<file path="src/capture_defines.svh">
// Register map, field positions, mode codes and counts of the input capture channel.
//
// What this block does
// RULE1: Clearing the enable bit resets and stops the channel, silences its interrupt and frees its settings for change.
// RULE2: With idle-stop set the channel halts while the processor idles, and with it clear the channel keeps running.
// RULE3: First-edge select matters only in mode 110, where 1 takes the first capture on a rising edge and 0 on a falling one.
// RULE4: Wide capture select takes 32-bit values from the joined timer when set and 16-bit values from one timer when clear.
// RULE5: Counter source select takes the secondary timer at 0 and the primary at 1, and does nothing in 32-bit capture.
// RULE6: Interrupt decimation 00, 01, 10 and 11 raise one interrupt per one, two, three and four capture events.
// RULE7: A read-only overflow flag reads 1 once a capture overflow has happened and 0 otherwise.
// RULE8: A read-only buffer-not-empty bit reads 1 while a captured value waits to be read and 0 when none does.
// RULE9: Mode 000 disables capture and takes no values.
// RULE10: Mode 001 captures on every edge, rising and falling.
// RULE11: Mode 010 captures on every falling edge and mode 011 on every rising edge.
// RULE12: Mode 100 captures on every fourth rising edge and mode 101 on every sixteenth.
// RULE13: Mode 110 captures first on the edge that first-edge select names and then on every edge.
// RULE14: Mode 111 raises an interrupt on edges without capturing, and only while the processor sleeps or idles.
// RULE15: Captured values queue in a small FIFO whose oldest entry each result read returns and removes.
// RULE16: Overflow is set by a capture into a full buffer and cleared by disabling the channel or draining the buffer.
// RULE17: The decimation counter restarts when the channel is disabled or the decimation field changes.
`ifndef CAPTURE_DEFINES_SVH
`define CAPTURE_DEFINES_SVH

// ****************************************************************
// Register offsets
// ****************************************************************
`define CAP_ADDR_W 12
`define CAP_CTRL_OFS 12'h000
`define CAP_RESULT_OFS 12'h004
`define CAP_EVENT_OFS 12'h008
`define CAP_MASK_OFS 12'h00c

// ****************************************************************
// Control register fields
// ****************************************************************
`define CAP_ON_BIT 15
`define CAP_ISTOP_BIT 13
`define CAP_FIRST_BIT 9
`define CAP_WIDE_BIT 8
`define CAP_TMR_BIT 7
`define CAP_DEC_MSB 6
`define CAP_DEC_LSB 5
`define CAP_OVF_BIT 4
`define CAP_BNE_BIT 3
`define CAP_MODE_MSB 2
`define CAP_MODE_LSB 0
`define CAP_CTRL_RESET 10'h000

// ****************************************************************
// Mode codes
// ****************************************************************
`define CAP_MODE_OFF 3'b000
`define CAP_MODE_BOTH 3'b001
`define CAP_MODE_FALL 3'b010
`define CAP_MODE_RISE 3'b011
`define CAP_MODE_PRE4 3'b100
`define CAP_MODE_PRE16 3'b101
`define CAP_MODE_FIRST 3'b110
`define CAP_MODE_INTONLY 3'b111

// ****************************************************************
// Event bits, counts and widths
// ****************************************************************
`define CAP_EV_W 3
`define CAP_EV_RESET 3'h0
`define CAP_PRE4_LAST 4'h3
`define CAP_PRE16_LAST 4'hf
`define CAP_PRE_RESET 4'h0
`define CAP_DEC_RESET 2'h0
`define CAP_FIFO_DEPTH 4
`define CAP_HALF_W 16
`define CAP_WORD_W 32
`define CAP_HALF_ZERO 16'h0000
`define CAP_WORD_ZERO 32'h0000_0000

`endif

</file>
<file path="src/capture_pkg.sv">
// Types shared by the input capture channel files.
package capture_pkg;

    // Software-visible settings of the channel.
    typedef struct packed {
        logic on;
        logic istop;
        logic fsel;
        logic wide;
        logic tmr;
        logic [1:0] dec;
        logic [2:0] mode;
    } ctrl_t;

    // Sticky event bits, also the layout of the mask register.
    typedef struct packed {
        logic edge_only;
        logic overflow;
        logic capture;
    } event_t;

endpackage

</file>
<file path="src/capture_fifo.sv">
// Small first-in first-out store for captured timer values.
`timescale 1ns/1ps
module capture_fifo #(
    parameter int WIDTH = 32,
    parameter int DEPTH = 4
) (
    input wire logic pclk,
    input wire logic presetn,
    input wire logic clk_en,
    input wire logic flush,
    input wire logic push,
    input wire logic [WIDTH-1:0] din,
    input wire logic pop,
    output logic [WIDTH-1:0] dout,
    output logic full,
    output logic empty,
    output logic last
);
    localparam int PW = (DEPTH > 1) ? $clog2(DEPTH) : 1;
    localparam int CW = $clog2(DEPTH + 1);

    logic [WIDTH-1:0] mem [DEPTH];
    logic [PW-1:0] wr_q;
    logic [PW-1:0] rd_q;
    logic [CW-1:0] count_q;
    logic do_push;
    logic do_pop;

    if (DEPTH < 2 || DEPTH > 256) begin : g_check
        $error("capture_fifo depth must lie between 2 and 256");
    end

    assign full = (count_q == CW'(DEPTH));
    assign empty = (count_q == '0);
    assign last = (count_q == CW'(1));
    assign dout = mem[rd_q];
    assign do_push = push & ~full;
    assign do_pop = pop & ~empty;

    function automatic logic [PW-1:0] wrap_inc(input logic [PW-1:0] p);
        return (p == PW'(DEPTH - 1)) ? '0 : p + PW'(1);
    endfunction

    always_ff @(posedge pclk) begin
        if (clk_en && do_push) begin
            mem[wr_q] <= din;
        end
    end

    always_ff @(posedge pclk or negedge presetn) begin
        if (!presetn) begin
            wr_q <= '0;
            rd_q <= '0;
            count_q <= '0;
        end else if (clk_en) begin
            if (flush) begin
                wr_q <= '0;
                rd_q <= '0;
                count_q <= '0;
            end else begin
                if (do_push) begin
                    wr_q <= wrap_inc(wr_q);
                end
                if (do_pop) begin
                    rd_q <= wrap_inc(rd_q);
                end
                if (do_push && !do_pop) begin
                    count_q <= count_q + CW'(1);
                end else if (do_pop && !do_push) begin
                    count_q <= count_q - CW'(1);
                end
            end
        end
    end
endmodule // capture_fifo

</file>
<file path="src/input_capture_channel.sv">
// Input capture channel with an APB register slave.
`timescale 1ns/1ps
`include "capture_defines.svh"
module input_capture_channel #(
    parameter int DEPTH = `CAP_FIFO_DEPTH
) (
    input wire logic pclk,
    input wire logic presetn,
    input wire logic clk_en,
    input wire logic psel,
    input wire logic penable,
    input wire logic pwrite,
    input wire logic [`CAP_ADDR_W-1:0] paddr,
    input wire logic [`CAP_WORD_W-1:0] pwdata,
    output logic [`CAP_WORD_W-1:0] prdata,
    output logic pready,
    output logic pslverr,
    input wire logic capture_pin,
    input wire logic [`CAP_HALF_W-1:0] primary_count,
    input wire logic [`CAP_HALF_W-1:0] secondary_count,
    input wire logic [`CAP_WORD_W-1:0] wide_count,
    input wire logic cpu_idle,
    input wire logic cpu_sleep,
    output logic irq
);
    import capture_pkg::*;

    // ****************************************************************
    // Declarations
    // ****************************************************************
    capture_pkg::ctrl_t ctrl_q;
    capture_pkg::event_t ev_q;
    capture_pkg::event_t mask_q;
    capture_pkg::event_t ev_set;
    capture_pkg::event_t ev_clr;
    logic pin_s1_q;
    logic pin_s2_q;
    logic pin_s3_q;
    logic rise;
    logic fall;
    logic running;
    logic asleep;
    logic [3:0] pre_q;
    logic [3:0] pre_d;
    logic first_q;
    logic first_d;
    logic cap_fire;
    logic edge_fire;
    logic [1:0] dec_q;
    logic dec_hit;
    logic ovf_q;
    logic [`CAP_WORD_W-1:0] cap_value;
    logic [`CAP_WORD_W-1:0] fifo_dout;
    logic fifo_full;
    logic fifo_empty;
    logic fifo_last;
    logic fifo_pop;
    logic access;
    logic done;
    logic wr_done;
    logic rd_done;
    logic hit_ctrl;
    logic hit_result;
    logic hit_event;
    logic hit_mask;
    logic hit_any;
    logic ici_change;
    logic [`CAP_WORD_W-1:0] rdata_d;
    logic [`CAP_WORD_W-1:0] prdata_q;
    logic pready_q;
    logic pslverr_q;
    logic irq_q;

    if (DEPTH < 2 || DEPTH > 256) begin : g_check
        $error("input_capture_channel depth must lie between 2 and 256");
    end

    // ****************************************************************
    // Pin synchroniser and edge detection
    // ****************************************************************
    // The third stage only remembers the settled level for edge detection.
    always_ff @(posedge pclk or negedge presetn) begin
        if (!presetn) begin
            pin_s1_q <= 1'b0;
            pin_s2_q <= 1'b0;
            pin_s3_q <= 1'b0;
        end else if (clk_en) begin
            pin_s1_q <= capture_pin;
            pin_s2_q <= pin_s1_q;
            pin_s3_q <= pin_s2_q;
        end
    end

    assign rise = pin_s2_q & ~pin_s3_q;
    assign fall = ~pin_s2_q & pin_s3_q;

    // ****************************************************************
    // Run conditions
    // ****************************************************************
    assign running = ctrl_q.on & ~(ctrl_q.istop & cpu_idle); // [RULE1] [RULE2]
    assign asleep = cpu_idle | cpu_sleep;

    // ****************************************************************
    // APB decode
    // ****************************************************************
    // Every transfer takes one wait state, so data and error are from flops.
    assign access = psel & penable & ~pready_q;
    assign done = psel & penable & pready_q;
    assign wr_done = done & pwrite;
    assign rd_done = done & ~pwrite;
    assign hit_ctrl = (paddr == `CAP_CTRL_OFS);
    assign hit_result = (paddr == `CAP_RESULT_OFS);
    assign hit_event = (paddr == `CAP_EVENT_OFS);
    assign hit_mask = (paddr == `CAP_MASK_OFS);
    assign hit_any = hit_ctrl | hit_result | hit_event | hit_mask;

    // ****************************************************************
    // Control register
    // ****************************************************************
    // While enabled only the enable bit itself can be written.
    always_ff @(posedge pclk or negedge presetn) begin
        if (!presetn) begin
            ctrl_q <= `CAP_CTRL_RESET;
        end else if (clk_en && wr_done && hit_ctrl) begin
            ctrl_q.on <= pwdata[`CAP_ON_BIT];
            if (!ctrl_q.on) begin // [RULE1]
                ctrl_q.istop <= pwdata[`CAP_ISTOP_BIT];
                ctrl_q.fsel <= pwdata[`CAP_FIRST_BIT];
                ctrl_q.wide <= pwdata[`CAP_WIDE_BIT];
                ctrl_q.tmr <= pwdata[`CAP_TMR_BIT];
                ctrl_q.dec <= pwdata[`CAP_DEC_MSB:`CAP_DEC_LSB];
                ctrl_q.mode <= pwdata[`CAP_MODE_MSB:`CAP_MODE_LSB];
            end
        end
    end

    assign ici_change = wr_done & hit_ctrl & ~ctrl_q.on & (pwdata[`CAP_DEC_MSB:`CAP_DEC_LSB] != ctrl_q.dec);

    // ****************************************************************
    // Capture decision
    // ****************************************************************
    always_comb begin
        cap_fire = 1'b0;
        edge_fire = 1'b0;
        pre_d = pre_q;
        first_d = first_q;
        if (running) begin
            case (ctrl_q.mode)
                `CAP_MODE_OFF: begin
                    cap_fire = 1'b0; // [RULE9]
                end
                `CAP_MODE_BOTH: begin
                    cap_fire = rise | fall; // [RULE10]
                end
                `CAP_MODE_FALL: begin
                    cap_fire = fall; // [RULE11]
                end
                `CAP_MODE_RISE: begin
                    cap_fire = rise; // [RULE11]
                end
                `CAP_MODE_PRE4: begin
                    if (rise) begin
                        cap_fire = (pre_q == `CAP_PRE4_LAST); // [RULE12]
                        pre_d = cap_fire ? `CAP_PRE_RESET : pre_q + 4'h1;
                    end
                end
                `CAP_MODE_PRE16: begin
                    if (rise) begin
                        cap_fire = (pre_q == `CAP_PRE16_LAST); // [RULE12]
                        pre_d = cap_fire ? `CAP_PRE_RESET : pre_q + 4'h1;
                    end
                end
                `CAP_MODE_FIRST: begin
                    if (first_q) begin
                        cap_fire = rise | fall; // [RULE13]
                    end else if (ctrl_q.fsel ? rise : fall) begin // [RULE3]
                        cap_fire = 1'b1;
                        first_d = 1'b1;
                    end
                end
                `CAP_MODE_INTONLY: begin
                    // Outside sleep or idle this mode is unsupported and stays quiet.
                    edge_fire = (rise | fall) & asleep; // [RULE14]
                end
                default: begin
                    cap_fire = 1'b0;
                end
            endcase
        end
    end

    // Prescaler and first-edge state restart whenever the channel is off.
    always_ff @(posedge pclk or negedge presetn) begin
        if (!presetn) begin
            pre_q <= `CAP_PRE_RESET;
            first_q <= 1'b0;
        end else if (clk_en) begin
            if (!ctrl_q.on) begin // [RULE1]
                pre_q <= `CAP_PRE_RESET;
                first_q <= 1'b0;
            end else begin
                pre_q <= pre_d;
                first_q <= first_d;
            end
        end
    end

    // ****************************************************************
    // Capture value and buffer
    // ****************************************************************
    // The source select is ignored in wide mode because the joined pair is fixed.
    assign cap_value = ctrl_q.wide ? wide_count : // [RULE4] [RULE5]
        {`CAP_HALF_ZERO, (ctrl_q.tmr ? primary_count : secondary_count)};

    assign fifo_pop = rd_done & hit_result & ~fifo_empty; // [RULE15]

    capture_fifo #(
        .WIDTH(`CAP_WORD_W),
        .DEPTH(DEPTH)
    ) u_fifo (
        .pclk(pclk),
        .presetn(presetn),
        .clk_en(clk_en),
        .flush(~ctrl_q.on),
        .push(cap_fire),
        .din(cap_value),
        .pop(fifo_pop),
        .dout(fifo_dout),
        .full(fifo_full),
        .empty(fifo_empty),
        .last(fifo_last)
    );

    // ****************************************************************
    // Overflow flag
    // ****************************************************************
    // A new capture into a full buffer is dropped; the stored values survive.
    always_ff @(posedge pclk or negedge presetn) begin
        if (!presetn) begin
            ovf_q <= 1'b0;
        end else if (clk_en) begin
            if (!ctrl_q.on) begin
                ovf_q <= 1'b0; // [RULE16]
            end else if (cap_fire && fifo_full) begin
                ovf_q <= 1'b1; // [RULE7] [RULE16]
            end else if (fifo_pop && fifo_last) begin
                ovf_q <= 1'b0; // [RULE16]
            end
        end
    end

    // ****************************************************************
    // Interrupt decimation
    // ****************************************************************
    assign dec_hit = cap_fire & (dec_q == ctrl_q.dec); // [RULE6]

    always_ff @(posedge pclk or negedge presetn) begin
        if (!presetn) begin
            dec_q <= `CAP_DEC_RESET;
        end else if (clk_en) begin
            if (!ctrl_q.on || ici_change) begin
                dec_q <= `CAP_DEC_RESET; // [RULE17]
            end else if (dec_hit) begin
                dec_q <= `CAP_DEC_RESET; // [RULE6]
            end else if (cap_fire) begin
                dec_q <= dec_q + 2'h1;
            end
        end
    end

    // ****************************************************************
    // Event status and mask
    // ****************************************************************
    // A set in the same cycle as a write-one clear wins.
    assign ev_set = '{edge_only: edge_fire, overflow: cap_fire & fifo_full, capture: dec_hit};
    assign ev_clr = (wr_done && hit_event) ? capture_pkg::event_t'(pwdata[`CAP_EV_W-1:0]) : `CAP_EV_RESET;

    always_ff @(posedge pclk or negedge presetn) begin
        if (!presetn) begin
            ev_q <= `CAP_EV_RESET;
        end else if (clk_en) begin
            ev_q <= (ev_q & ~ev_clr) | ev_set;
        end
    end

    always_ff @(posedge pclk or negedge presetn) begin
        if (!presetn) begin
            mask_q <= `CAP_EV_RESET;
        end else if (clk_en && wr_done && hit_mask) begin
            mask_q <= capture_pkg::event_t'(pwdata[`CAP_EV_W-1:0]);
        end
    end

    always_ff @(posedge pclk or negedge presetn) begin
        if (!presetn) begin
            irq_q <= 1'b0;
        end else if (clk_en) begin
            irq_q <= ctrl_q.on & (|(ev_q & mask_q)); // [RULE1]
        end
    end

    // ****************************************************************
    // Read data
    // ****************************************************************
    always_comb begin
        rdata_d = `CAP_WORD_ZERO;
        if (hit_ctrl) begin
            rdata_d[`CAP_ON_BIT] = ctrl_q.on;
            rdata_d[`CAP_ISTOP_BIT] = ctrl_q.istop;
            rdata_d[`CAP_FIRST_BIT] = ctrl_q.fsel;
            rdata_d[`CAP_WIDE_BIT] = ctrl_q.wide;
            rdata_d[`CAP_TMR_BIT] = ctrl_q.tmr;
            rdata_d[`CAP_DEC_MSB:`CAP_DEC_LSB] = ctrl_q.dec;
            rdata_d[`CAP_OVF_BIT] = ovf_q; // [RULE7]
            rdata_d[`CAP_BNE_BIT] = ~fifo_empty; // [RULE8]
            rdata_d[`CAP_MODE_MSB:`CAP_MODE_LSB] = ctrl_q.mode;
        end else if (hit_result) begin
            rdata_d = fifo_empty ? `CAP_WORD_ZERO : fifo_dout; // [RULE15]
        end else if (hit_event) begin
            rdata_d[`CAP_EV_W-1:0] = ev_q;
        end else if (hit_mask) begin
            rdata_d[`CAP_EV_W-1:0] = mask_q;
        end
    end

    // ****************************************************************
    // APB answer
    // ****************************************************************
    always_ff @(posedge pclk or negedge presetn) begin
        if (!presetn) begin
            pready_q <= 1'b0;
            pslverr_q <= 1'b0;
            prdata_q <= `CAP_WORD_ZERO;
        end else if (clk_en) begin
            pready_q <= access;
            pslverr_q <= access & ~hit_any;
            if (access && !pwrite) begin
                prdata_q <= rdata_d;
            end
        end
    end

    assign prdata = prdata_q;
    assign pready = pready_q;
    assign pslverr = pslverr_q;
    assign irq = irq_q;
endmodule // input_capture_channel

</file>
<file path="config.mk">
export PLATFORM = sky130hd
export DESIGN_NAME = input_capture_channel
export DESIGN_NICKNAME = d
export VERILOG_FILES = /design/src/capture_pkg.sv /design/src/capture_fifo.sv /design/src/input_capture_channel.sv
export VERILOG_INCLUDE_DIRS = /design/src /design/src/src
export SDC_FILE = /design/constraint.sdc
export NUM_CORES = 1
export LEC_CHECK = 0
export ABC_CLOCK_PERIOD_IN_PS = 9800
export BUFFER_PORTS_ARGS = -buffer_cell sky130_fd_sc_hd__buf_2
export CAP_MARGIN = 40
export CORE_ASPECT_RATIO = 0.5
export CORE_MARGIN = 5
export CORE_UTILIZATION = 60
export DETAILED_ROUTE_END_ITERATION = 10
export PLACE_DENSITY = 0.85
export SYNTH_ARGS = -nofsm -noshare
export SYNTH_HDL_FRONTEND = slang
export SYNTH_SLANG_ARGS = --single-unit
</file>
<file path="constraint.sdc">
create_clock -name pclk -period 9.8 [get_ports pclk]
set_clock_uncertainty 0.2 [all_clocks]
set_input_delay 0.49 -clock pclk [delete_from_list [all_inputs] [get_ports pclk]]
set_output_delay 0.49 -clock pclk [all_outputs]
set_load 0.05 [all_outputs]
</file>
==> summary.md, run 1 <==
| Metric | Value |
|---|---|
| Global-route wire length before repair | `32,000 µm` |
| IO Count | `152` |
| Total cell area at the placement stage | `9540 µm²` |
| Synth cell types | `56` |
| Largest net degree at the start of global routing | `58` |
| Final weighted congestion in routability-driven placement | `0.841` |
| Primary flip-flop cell chosen by synthesis mapping | `sky130_fd_sc_hd__edfxtp_1` |
| P_leak | `between 3 and 4 nW` |
| Length of the first detailed-routing pass in iterations | `5` |
| Critical path's largest stage delay | `approximately 0.84 ns` |
| Number of buffers between clock root and the deepest sink | `2` |
| Flop and latch count out of synthesis | `roughly 200` |
| Synthesis warning total | `0` |
| Clock Latency Late Sink | `0.44 ns` |
| Cell area after layout | `10,100 µm²` |
| Setup tns final | `0 ns` |
| Initial cell density of the core | `between 60% and 70%` |
| Post-placement cell count | `913` |
| Critical path required time | `9.67 ns` |
| Netlist Area Pre-Place | `8610 µm²` |
| Buffers plus inverters on the worst setup path | `1` |
| Proportion of layout cells with a drive suffix above 1 | `30.6%` |
| Top fanout value on the critical path | `32` |
| Post-synthesis share of cell area spent on and, or, nand and nor gates | `a little over a tenth` |
| DRT antenna net count | `0` |
| Post-layout instance count excluding filler cells | `946` |
| Number of max-cap violations | `0` |
| Core Region | `13,800 µm²` |
| Clock buffer count from CTS | `17` |
| IR drop worst, VDD | `approximately 130 µV` |
| Total DRC errors in the routed layout | `0` |
| Dominant cell type by area after synthesis | `sky130_fd_sc_hd__edfxtp_1` |
| Cell chosen for the clock root | `sky130_fd_sc_hd__clkbuf_16` |
| Synthesized Nets | `748` |
| Data arrival at the endpoint of the critical path | `3.83 ns` |
| Starting DRT DRC Count | `roughly 530` |
| Wire length per cell after detailed routing | `21.2 µm` |
| Sort of element at the start of the critical path | `flip-flop` |
| Library cell contributing the largest single delay on the critical path | `sky130_fd_sc_hd__and2_2` |
| Number of endpoints with negative hold slack in the final report | `0` |
| Fraction of synthesized area in multiplexers | `12.7%` |
| Share of the synthesized area in the top cell type | `roughly 45%` |
| Number of nets in the layout | `roughly 870` |
| Avg Inst Size Synth | `13.9 µm²` |
| Area share of fa/ha/maj cells after synthesis | `~1.9%` |
| Global-route total usage across every layer | `~25%` |
| Post-Synth XOR/XNOR Area | `0.203%` |
| Fillcell total | `~860` |
| Compound-gate portion of the synthesized area | `7.80%` |
| Worst min-delay path category | `input pin to flip-flop` |
| Die Footprint | `about 17,000 µm²` |
| Antenna violations before repair | `0` |
| EDFF count, synth | `128` |
| Ordered list of cells on the worst path | `inv_1 > ha_1 > nand2b_1 > a31oi_1 > o211ai_1 > nand3_1 > a21oi_1 > and2_2` |
| Cell family with the largest share of critical-path delay | `simple AND/OR/NAND/NOR gates` |
| # Post-CTS Setup Buffers | `0` |
| Number of instances resized during post-cts repair | `0` |
| Routed vias | `5,723` |
| Overall die height | `approximately 95 µm` |
| Critical path class | `flip-flop to flip-flop` |
| Port Buffers | `roughly 130` |
| RSZ-0062 raised after global routing | `no` |
| Transition time at the pin with the least slew margin | `0.890 ns` |
| CTS clock-pin slew for the worst setup and hold paths | `~0.07 ns` |
| Pwr per Cell Area | `approximately 160 nW/µm²` |
| Max Fclk | `0.252 GHz` |
| Sum of overflow across all layers after global routing | `0` |
| Number of sinks driven by the clock tree | `197` |
| Cell row count | `30` |
| Result of the run | `finished clean` |
| Via count of the first global-routing pass | `5,933` |
| Final period utilization | `40.5%` |
| Period minus WS final | `3.97 ns` |
| Final setup violation count | `0` |
| Clock tree from TritonCTS | `done` |
| Main combinational cell family by area after synthesis | `multiplexers` |
| Fraction of the core area covered by cells at the end of the flow | `73.4%` |
| Relative area change from synthesis to final layout | `17.8%` |
| Max-slew headroom at the worst pin | `40.7%` |
| Pins Over Slew Limit | `0` |
| Post-synthesis async set-or-reset flop share | `35.0%` |
| Final Routed Wirelength | `~20,000 µm` |
| Gate Count Post-Synth | `just over 600` |
| Total power consumption of the routed design | `1.63 mW` |
| Number of inserted diodes | `0` |
| Number of levels the H-tree was split into | `4` |
| Type of element capturing the critical path | `flip-flop` |
| Vias/cell | `6.05` |
| Die X | `179 µm` |
| Sequential-to-total area share from yosys stat | `64.7%` |
| Biggest area contributors in the synthesized netlist | `sky130_fd_sc_hd__edfxtp_1 45%, sky130_fd_sc_hd__dfrtp_1 20%, sky130_fd_sc_hd__mux4_2 8.4%` |
| Most frequent cells in the layout | `128 x sky130_fd_sc_hd__buf_2, 128 x sky130_fd_sc_hd__edfxtp_1, 98 x sky130_fd_sc_hd__nand2_1` |
| HPWL Detailed | `approximately 12,000 µm` |
cells by family (layout without fill, tap and decap cells):
group | Yosys count | count (layout)
xor gates and xnor gates | 2 | 2
muxes | 67 | 67
DFF | 197 | 197
and+or+nand+nor | 178 | 178
AOI/OAI and AO/OA | 111 | 111
buffers and inverters | 50 | 186
adders and majority gates | 13 | 13
synthesized netlist by cell type (all sizes together), types with 5 or more instances:
master and number:
edfxtp 128, nand2 99, dfrtp 69, o21ai 63, mux4 32, clkbuf 26, and2 21, mux2i 20
mux2 15, inv 14, ha 13, a21oi 10, nor2 10, buf 9, nand3 9, a22oi 8
a22o 5, nand2b 5, nand4 5, o2bb2ai 5
where the power goes:
| group | total [mW] | internal (mW) | switching (mW) |
|---|---|---|---|
| Combinational | 0.0540 | 0.0227 | 0.0313 |
| Sequential | 0.885 | 0.883 | 0.00180 |
| Clock | 0.691 | 0.350 | 0.342 |
| Total | 1.63 | 1.26 | 0.375 |
registers in the layout, summed over array words and instances, names as in the netlist, 2 cells and up:
name            count
prdata             32
u_fifo.count_q      3
u_fifo.wr_q         2
u_fifo.mem        128
ctrl_q             10
ev_q                3
mask_q              3
dec_q               2
u_fifo.rd_q         2
pre_q               4
metrics by stage:
step	hold slack, ns	setup WS, ns
after floorplan	-0.00559	6.42
final	0.0760	5.83
after global routing	0.0582	5.53
after CTS	0.0668	5.85
after global placement	0.257	6.03
after detailed placement	0.168	5.92
worst paths after layout:
| check | from | cells after the start | slack, ns | to |
|---|---|---|---|---|
| hold / removal | pwdata[5] | 2 | 0.08 | ctrl_q[3] |
| setup / recovery | pin_s2_q | 8 | 5.83 | u_fifo.mem[2][28] |
| hold reg to reg | prdata[30] | 2 | 0.28 | prdata[30] |
| max in group asynchronous | presetn | 3 | 8.58 | u_fifo.rd_q[0] |
| setup reg to reg | pin_s2_q | 8 | 5.83 | u_fifo.mem[2][28] |
| min in group asynchronous | presetn | 2 | 0.25 | prdata[24] |
what timing repair did:
item,4_1_cts,5_1_grt
hold buffers,1,0
setup endpoints to repair,0,0
endpoints found under the hold margin,13,0
final cells by class:
class / instances / area (µm²) / area share, %
flip-flops and latches: 197 / 5570 / 54.9
clock inverters: 13 / 149 / 1.47
repair buffers: 139 / 826 / 8.14
multi-input cells: 371 / 2860 / 28.2
clock buffers: 19 / 443 / 4.37
inverters: 15 / 56.3 / 0.555
well taps: 192 / 240 / 2.37
routing by layer:
| metal | routed length, µm | track usage, % | up-vias | share of wire [%] |
|---|---|---|---|---|
| li1 | - | - | 2565 | - |
| met1 | 7870 | 31.6 | 2875 | 39 |
| met2 | 10500 | 43.0 | 244 | 52 |
| met3 | 1310 | 5.46 | 39 | 6.5 |
| met4 | 394 | 7.98 | 0 | 2.0 |
| met5 | 0 | 0 | - | 0 |
No activity file was read; power rests on OpenSTA's default activity.
==> run 2: changes to the inputs <==
--- a/config.mk
+++ b/config.mk
@@ -6,14 +6,14 @@
 export SDC_FILE = /design/constraint.sdc
 export NUM_CORES = 1
 export LEC_CHECK = 0
-export ABC_CLOCK_PERIOD_IN_PS = 9800
+export ABC_CLOCK_PERIOD_IN_PS = 3800
 export BUFFER_PORTS_ARGS = -buffer_cell sky130_fd_sc_hd__buf_2
 export CAP_MARGIN = 40
 export CORE_ASPECT_RATIO = 0.5
 export CORE_MARGIN = 5
-export CORE_UTILIZATION = 60
+export CORE_UTILIZATION = 56
 export DETAILED_ROUTE_END_ITERATION = 10
-export PLACE_DENSITY = 0.85
+export PLACE_DENSITY = 0.8
 export SYNTH_ARGS = -nofsm -noshare
 export SYNTH_HDL_FRONTEND = slang
 export SYNTH_SLANG_ARGS = --single-unit
==> constraint.sdc (replaced) <==
create_clock -name pclk -period 3.8 [get_ports pclk]
set_clock_uncertainty 0.2 [all_clocks]
set_input_delay 0.19 -clock pclk [delete_from_list [all_inputs] [get_ports pclk]]
set_output_delay 0.19 -clock pclk [all_outputs]
set_load 0.05 [all_outputs]
==> summary.md, run 2 (synthesis results as in run 1) <==
| Metric | Value |
|---|---|
| # Post-CTS Setup Buffers | `0` |
| Final setup violation count | `0` |
| Port Buffers | `roughly 130` |
| Number of max-cap violations | `0` |
| Length of the first detailed-routing pass in iterations | `5` |
| HPWL Detailed | `roughly 13,000 µm` |
| Largest net degree at the start of global routing | `57` |
| Critical path required time | `3.71 ns` |
| Period minus WS final | `between 3 and 4 ns` |
| Type of element capturing the critical path | `flip-flop` |
| Clock network fraction of design power | `42.8%` |
| Cell area after layout | `around 11,000 µm²` |
| Via count of the first global-routing pass | `6,044` |
| Cell row count | `32` |
| Number of instances resized during post-cts repair | `0` |
| P_leak | `3.97 nW` |
| IO Count | `152` |
| Final Routed Wirelength | `19,900 µm` |
| Starting DRT DRC Count | `466` |
| Proportion of power drawn by flip-flops and latches | `a little over half` |
| Proportion of layout cells with a drive suffix above 1 | `30.1%` |
| Storage element area | `approximately 5600 µm²` |
| Sum of overflow across all layers after global routing | `0` |
| Number of levels the H-tree was split into | `4` |
| Final weighted congestion in routability-driven placement | `0.798` |
| Critical path's largest stage delay | `approximately 0.56 ns` |
| Area taken by multi-input logic gates | `2860 µm²` |
| IR drop worst, VDD | `345 µV` |
| DRT antenna net count | `0` |
| Violated checks | `negative hold slack` |
| Switching power summed over all nets | `0.955 mW` |
| Fillcell total | `1,013` |
| Share of total power in combinational logic | `4.1%` |
| Setup Slack @ Placement | `0.853 ns` |
| Transition time at the pin with the least slew margin | `~0.82 ns` |
| Fraction of the core area covered by cells at the end of the flow | `70.0%` |
| Design internal power | `3.34 mW` |
| Clock buffer count from CTS | `17` |
| Vias/cell | `5.79` |
| Global-route wire length before repair | `31,900 µm` |
| RSZ-0062 raised after global routing | `no` |
| Clock Latency Late Sink | `between 0.4 and 0.5 ns` |
| Number of buffers between clock root and the deepest sink | `2` |
| Worst min-delay path category | `input pin to async pin` |
| Pwr per Cell Area | `about 400 nW/µm²` |
| Clock tree from TritonCTS | `done` |
| Data arrival at the endpoint of the critical path | `2.98 ns` |
| Flip-flop count of the largest register, all copies and words added | `128` |
| Number of inserted diodes | `0` |
| Total DRC errors in the routed layout | `0` |
| Hold-fix buffers at CTS | `44` |
| Wire length per cell after detailed routing | `just under 20 µm` |
| Most frequent cells in the layout | `128 x sky130_fd_sc_hd__buf_2, 128 x sky130_fd_sc_hd__edfxtp_1, 98 x sky130_fd_sc_hd__nand2_1` |
| Critical path class | `flip-flop to flip-flop` |
| CTS clock-pin slew for the worst setup and hold paths | `0.08 ns` |
| Ordered list of cells on the worst path | `inv_1 > ha_1 > nand2b_1 > a31oi_1 > o211ai_1 > nand3_1 > a21oi_1 > and2_2 > buf_4` |
| Top fanout value on the critical path | `20` |
| Max Fclk | `0.326 GHz` |
| Overall die height | `about 98 µm` |
| Max-slew headroom at the worst pin | `between 40 and 50%` |
| Number of nets in the layout | `around 900` |
| Sort of element at the start of the critical path | `flip-flop` |
| Global-route total usage across every layer | `22.8%` |
| Routed vias | `5,863` |
| Library cell contributing the largest single delay on the critical path | `sky130_fd_sc_hd__a21oi_1` |
| Worst hold slack after final layout | `-0.00437 ns` |
| Antenna violations before repair | `0` |
| Number of endpoints with negative hold slack in the final report | `4` |
| Die X | `roughly 190 µm` |
| Pins Over Slew Limit | `0` |
| Relative area change from synthesis to final layout | `24.0%` |
| Number of sinks driven by the clock tree | `a little under 200` |
| Result of the run | `finished, violations left` |
| Register containing the most flip-flops in the final layout | `u_fifo.mem` |
| Core Region | `15,300 µm²` |
| Setup tns final | `0 ns` |
| Net switching fraction of the power | `22.2%` |
| Setup WS post-layout | `between 0.7 and 0.8 ns` |
| Total cell area at the placement stage | `9620 µm²` |
| Initial cell density of the core | `56.5%` |
| Final period utilization | `80.7%` |
| Die Footprint | `about 18,000 µm²` |
| Cell chosen for the clock root | `sky130_fd_sc_hd__clkbuf_16` |
-- run 2: changes by cell type in the layout (fill, tap and decap cells not counted) --
cell,delta
sky130_fd_sc_hd__dlygate4sd3_1,+43
sky130_fd_sc_hd__buf_4,+11
sky130_fd_sc_hd__clkinv_4,-3
sky130_fd_sc_hd__buf_12,+2
sky130_fd_sc_hd__buf_16,-2
sky130_fd_sc_hd__bufinv_16,+1
sky130_fd_sc_hd__clkbuf_1,-1
sky130_fd_sc_hd__clkbuf_8,+1
sky130_fd_sc_hd__clkinv_2,+1
sky130_fd_sc_hd__clkinv_8,-1
sky130_fd_sc_hd__clkinvlp_4,+1
sky130_fd_sc_hd__inv_6,+1
-- run 2: power by group through the flow --
| stage | registers (mW) | logic [mW] | clock network (mW) |
|---|---|---|---|
| after floorplan | 2.33 | 0.0441 | 0 |
| after global placement | 2.33 | 0.127 | 0 |
| after detailed placement | 2.33 | 0.138 | 0 |
| after CTS | 2.28 | 0.173 | 1.86 |
| after global routing | 2.28 | 0.192 | 1.96 |
| final | 2.28 | 0.174 | 1.84 |
-- run 2: cell type report --
type / instances / share of cell area, %
inverters: 15 / 0.527
clock inverters: 13 / 1.48
clock buffers: 19 / 4.24
multi-input cells: 371 / 26.8
flip-flops and latches: 197 / 52.2
repair buffers: 193 / 12.4
well taps: 204 / 2.39
-- run 2: routing by layer --
layer / wire, µm / part of all wire, % / global-route usage [%]
met5: 0 / 0 / 0
met4: 468 / 2.4 / 8.17
met3: 1160 / 5.8 / 4.00
met2: 10200 / 51 / 38.3
met1: 8020 / 40 / 29.9
-- run 2: worst paths after layout --
kind	start	to	slack (ns)	cells after the start
max in group asynchronous	presetn	pre_q[0]	2.61	3
min reg2reg	prdata[24]	prdata[24]	0.28	2
max reg2reg	pin_s2_q	u_fifo.mem[3][28]	0.73	9
min in group pclk	wide_count[13]	u_fifo.mem[1][13]	0.01	3
min	presetn	mask_q[2]	-0.004	2
max	pin_s2_q	u_fifo.mem[3][28]	0.73	9
-- run 2: per-stage QoR --
stage | power (mW) | cells
after CTS | 4.31 | 1012
after global placement | 2.46 | 932
after global routing | 4.43 | 1012
final | 4.30 | 1012
after floorplan | 2.38 | 618
after detailed placement | 2.47 | 936
-- run 2: critical path: cells and delay by family (launching register included) --
family | cells | cell delay, ns
fa+ha+maj | 1 | 0.35
flops | 1 | 0.41
simple gates | 3 | 0.51
compound gates | 3 | 0.90
buf+inv | 2 | 0.37
==> run 3: changes to the inputs <==
--- a/config.mk
+++ b/config.mk
@@ -6,14 +6,14 @@
 export SDC_FILE = /design/constraint.sdc
 export NUM_CORES = 1
 export LEC_CHECK = 0
-export ABC_CLOCK_PERIOD_IN_PS = 3800
+export ABC_CLOCK_PERIOD_IN_PS = 2500
 export BUFFER_PORTS_ARGS = -buffer_cell sky130_fd_sc_hd__buf_2
 export CAP_MARGIN = 40
 export CORE_ASPECT_RATIO = 0.5
 export CORE_MARGIN = 5
-export CORE_UTILIZATION = 56
+export CORE_UTILIZATION = 51
 export DETAILED_ROUTE_END_ITERATION = 10
-export PLACE_DENSITY = 0.8
+export PLACE_DENSITY = 0.77
 export SYNTH_ARGS = -nofsm -noshare
 export SYNTH_HDL_FRONTEND = slang
 export SYNTH_SLANG_ARGS = --single-unit
==> constraint.sdc (replaced) <==
create_clock -name pclk -period 2.5 [get_ports pclk]
set_clock_uncertainty 0.2 [all_clocks]
set_input_delay 0.125 -clock pclk [delete_from_list [all_inputs] [get_ports pclk]]
set_output_delay 0.125 -clock pclk [all_outputs]
set_load 0.05 [all_outputs]
==> summary.md, run 3 (synthesis results as in run 1) <==
| Metric | Value |
|---|---|
| Switching power summed over all nets | `around 1.5 mW` |
| Max Fclk | `0.386 GHz` |
| DRT antenna net count | `0` |
| Final weighted congestion in routability-driven placement | `0.812` |
| Violated checks | `negative setup slack` |
| Clock buffer count from CTS | `17` |
| Register containing the most flip-flops in the final layout | `u_fifo.mem` |
| Die Footprint | `19,700 µm²` |
| IO Count | `152` |
| Critical path required time | `2.46 ns` |
| Transition time at the pin with the least slew margin | `0.644 ns` |
| Number of sinks driven by the clock tree | `slightly below 200` |
| RSZ-0062 raised after global routing | `yes` |
| Initial cell density of the core | `52.3%` |
| Type of element capturing the critical path | `flip-flop` |
| Ordered list of cells on the worst path | `inv_2 > ha_4 > nand2b_1 > a31oi_1 > o211ai_1 > nand3_2 > a21oi_4 > and2_4 > clkbuf_16` |
| Pins Over Slew Limit | `0` |
| Wire length per cell after detailed routing | `19.4 µm` |
| Worst hold slack after final layout | `0.0438 ns` |
| Result of the run | `finished, violations left` |
| Worst min-delay path category | `input pin to flip-flop` |
| Clock network fraction of design power | `42.2%` |
| HPWL Detailed | `13,000 µm` |
| Global-route wire length before repair | `32,000 µm` |
| Buffers plus inverters on the worst setup path | `2` |
| Max-slew headroom at the worst pin | `57.1%` |
| Antenna violations before repair | `0` |
| Setup tns final | `-5.65 ns` |
| Number of buffers between clock root and the deepest sink | `2` |
| Final period utilization | `104%` |
| Number of nets in the layout | `953` |
| Vias/cell | `5.57` |
| Number of levels the H-tree was split into | `4` |
| Relative area change from synthesis to final layout | `29.0%` |
| Share of total power in combinational logic | `under 10%` |
| Net switching fraction of the power | `a little under a quarter` |
| Total DRC errors in the routed layout | `0` |
| Largest net degree at the start of global routing | `65` |
| Post-placement cell count | `973` |
| Most frequent cells in the layout | `128 x sky130_fd_sc_hd__buf_2, 128 x sky130_fd_sc_hd__edfxtp_1, 98 x sky130_fd_sc_hd__nand2_1` |
| Critical path class | `flip-flop to flip-flop` |
| P_leak | `4.11 nW` |
| Sort of element at the start of the critical path | `flip-flop` |
| Setup WS post-layout | `-0.0913 ns` |
| Cell chosen for the clock root | `sky130_fd_sc_hd__clkbuf_16` |
| IR drop worst, VDD | `526 µV` |
| Length of the first detailed-routing pass in iterations | `5` |
| Design internal power | `about 5 mW` |
| Post-layout instance count excluding filler cells | `1,064` |
| Port Buffers | `129` |
| Cell family with the largest share of critical-path delay | `compound AO/OA/AOI/OAI gates` |
| Via count of the first global-routing pass | `6,168` |
| Library cell contributing the largest single delay on the critical path | `sky130_fd_sc_hd__dfrtp_2` |
| Fraction of the core area covered by cells at the end of the flow | `around two thirds` |
| Total power consumption of the routed design | `6.52 mW` |
| Critical path's largest stage delay | `approximately 0.45 ns` |
| Flip-flop count of the largest register, all copies and words added | `128` |
| Global-route total usage across every layer | `a little over a fifth` |
| Overall die height | `102 µm` |
| CTS clock-pin slew for the worst setup and hold paths | `0.08 ns` |
| Final Routed Wirelength | `20,600 µm` |
| Die X | `194 µm` |
| Data arrival at the endpoint of the critical path | `2.55 ns` |
| Clock Latency Late Sink | `0.43 ns` |
| Top fanout value on the critical path | `6` |
| Period minus WS final | `approximately 2.6 ns` |
| Routed vias | `5,929` |
| Core Region | `16,500 µm²` |
| Proportion of layout cells with a drive suffix above 1 | `32.2%` |
| Clock tree from TritonCTS | `done` |
| Sum of overflow across all layers after global routing | `0` |
| Cell row count | `33` |
| Number of endpoints with negative hold slack in the final report | `0` |
| Starting DRT DRC Count | `~500` |
| Proportion of power drawn by flip-flops and latches | `53.3%` |
| Final setup violation count | `between 100 and 150` |
| Number of max-cap violations | `0` |
| Pwr per Cell Area | `about 590 nW/µm²` |
## run 3: changes by cell type in the layout (fill, tap and decap cells not counted), moves of 4 or more
cell / before / now
sky130_fd_sc_hd__and2_4: 0 / 4
sky130_fd_sc_hd__buf_4: 15 / 22
sky130_fd_sc_hd__dlygate4sd3_1: 44 / 55
sky130_fd_sc_hd__buf_12: 3 / 13
sky130_fd_sc_hd__and2_2: 4 / 0
sky130_fd_sc_hd__clkinv_8: 2 / 7
## run 3: worst paths after layout
kind | start | end | slack, ns | depth (start not counted)
worst min register to register | prdata[2] | prdata[2] | 0.28 | 2
worst max-delay path | pin_s2_q | u_fifo.mem[1][16] | -0.09 | 9
worst min-delay path | paddr[2] | prdata[3] | 0.04 | 4
max in group asynchronous | presetn | prdata[18] | 0.32 | 4
worst max register to register | pin_s2_q | u_fifo.mem[1][16] | -0.09 | 9
min in group asynchronous | presetn | prdata[17] | 0.53 | 3
## run 3: final cells by class
| class | count | area, µm² |
|---|---|---|
| clock buffer | 18 | 429 |
| sequential | 197 | 5580 |
| tap | 227 | 284 |
| timing repair buffer | 221 | 1660 |
| fill | 1115 | 5370 |
| antenna | 1 | 2.50 |
| clock inverter | 14 | 183 |
| inverter | 15 | 56.3 |
| multi-input combinational | 371 | 2910 |
## run 3: metal layers
| layer | wire length (µm) | track usage (%) |
|---|---|---|
| met5 | 0 | 0 |
| met4 | 347 | 7.50 |
| met3 | 812 | 3.26 |
| met2 | 10900 | 38.1 |
| met1 | 8560 | 26.2 |
## run 3: worst reg2reg max path, cell delays in order (launching register included)
cell	delay, ns
sky130_fd_sc_hd__dfrtp_2	0.45
sky130_fd_sc_hd__inv_2	0.09
sky130_fd_sc_hd__ha_4	0.20
sky130_fd_sc_hd__nand2b_1	0.06
sky130_fd_sc_hd__a31oi_1	0.09
sky130_fd_sc_hd__o211ai_1	0.31
sky130_fd_sc_hd__nand3_2	0.16
sky130_fd_sc_hd__a21oi_4	0.27
sky130_fd_sc_hd__and2_4	0.30
sky130_fd_sc_hd__clkbuf_16	0.18
## run 3: stage by stage
stage | worst slack (ns) | instance area, µm²
final | -0.0913 | 11100
after floorplan | -0.131 | 8650
after detailed placement | 0.0410 | 9870
after global placement | 0.0767 | 9870
after CTS | 0.00209 | 11000
after global routing | -0.185 | 11100
## run 3: repair_timing
item / in CTS / in global routing
resized for setup: 0 / 10
pin swaps: 2 / 5
gates cloned: 0 / 1
hold endpoints to repair: 221 / 0
setup endpoints to repair: 29 / 130
setup buffers: 0 / 2
hold buffers: 55 / 0
## run 3: power groups by stage
stage                     registers, mW  logic [mW]  clock network, mW
after global placement             3.54       0.206                  0
after floorplan                    3.55      0.0706                  0
after detailed placement           3.54       0.213                  0
after global routing               3.47       0.321               2.92
final                              3.47       0.293               2.75
after CTS                          3.47       0.281               2.76
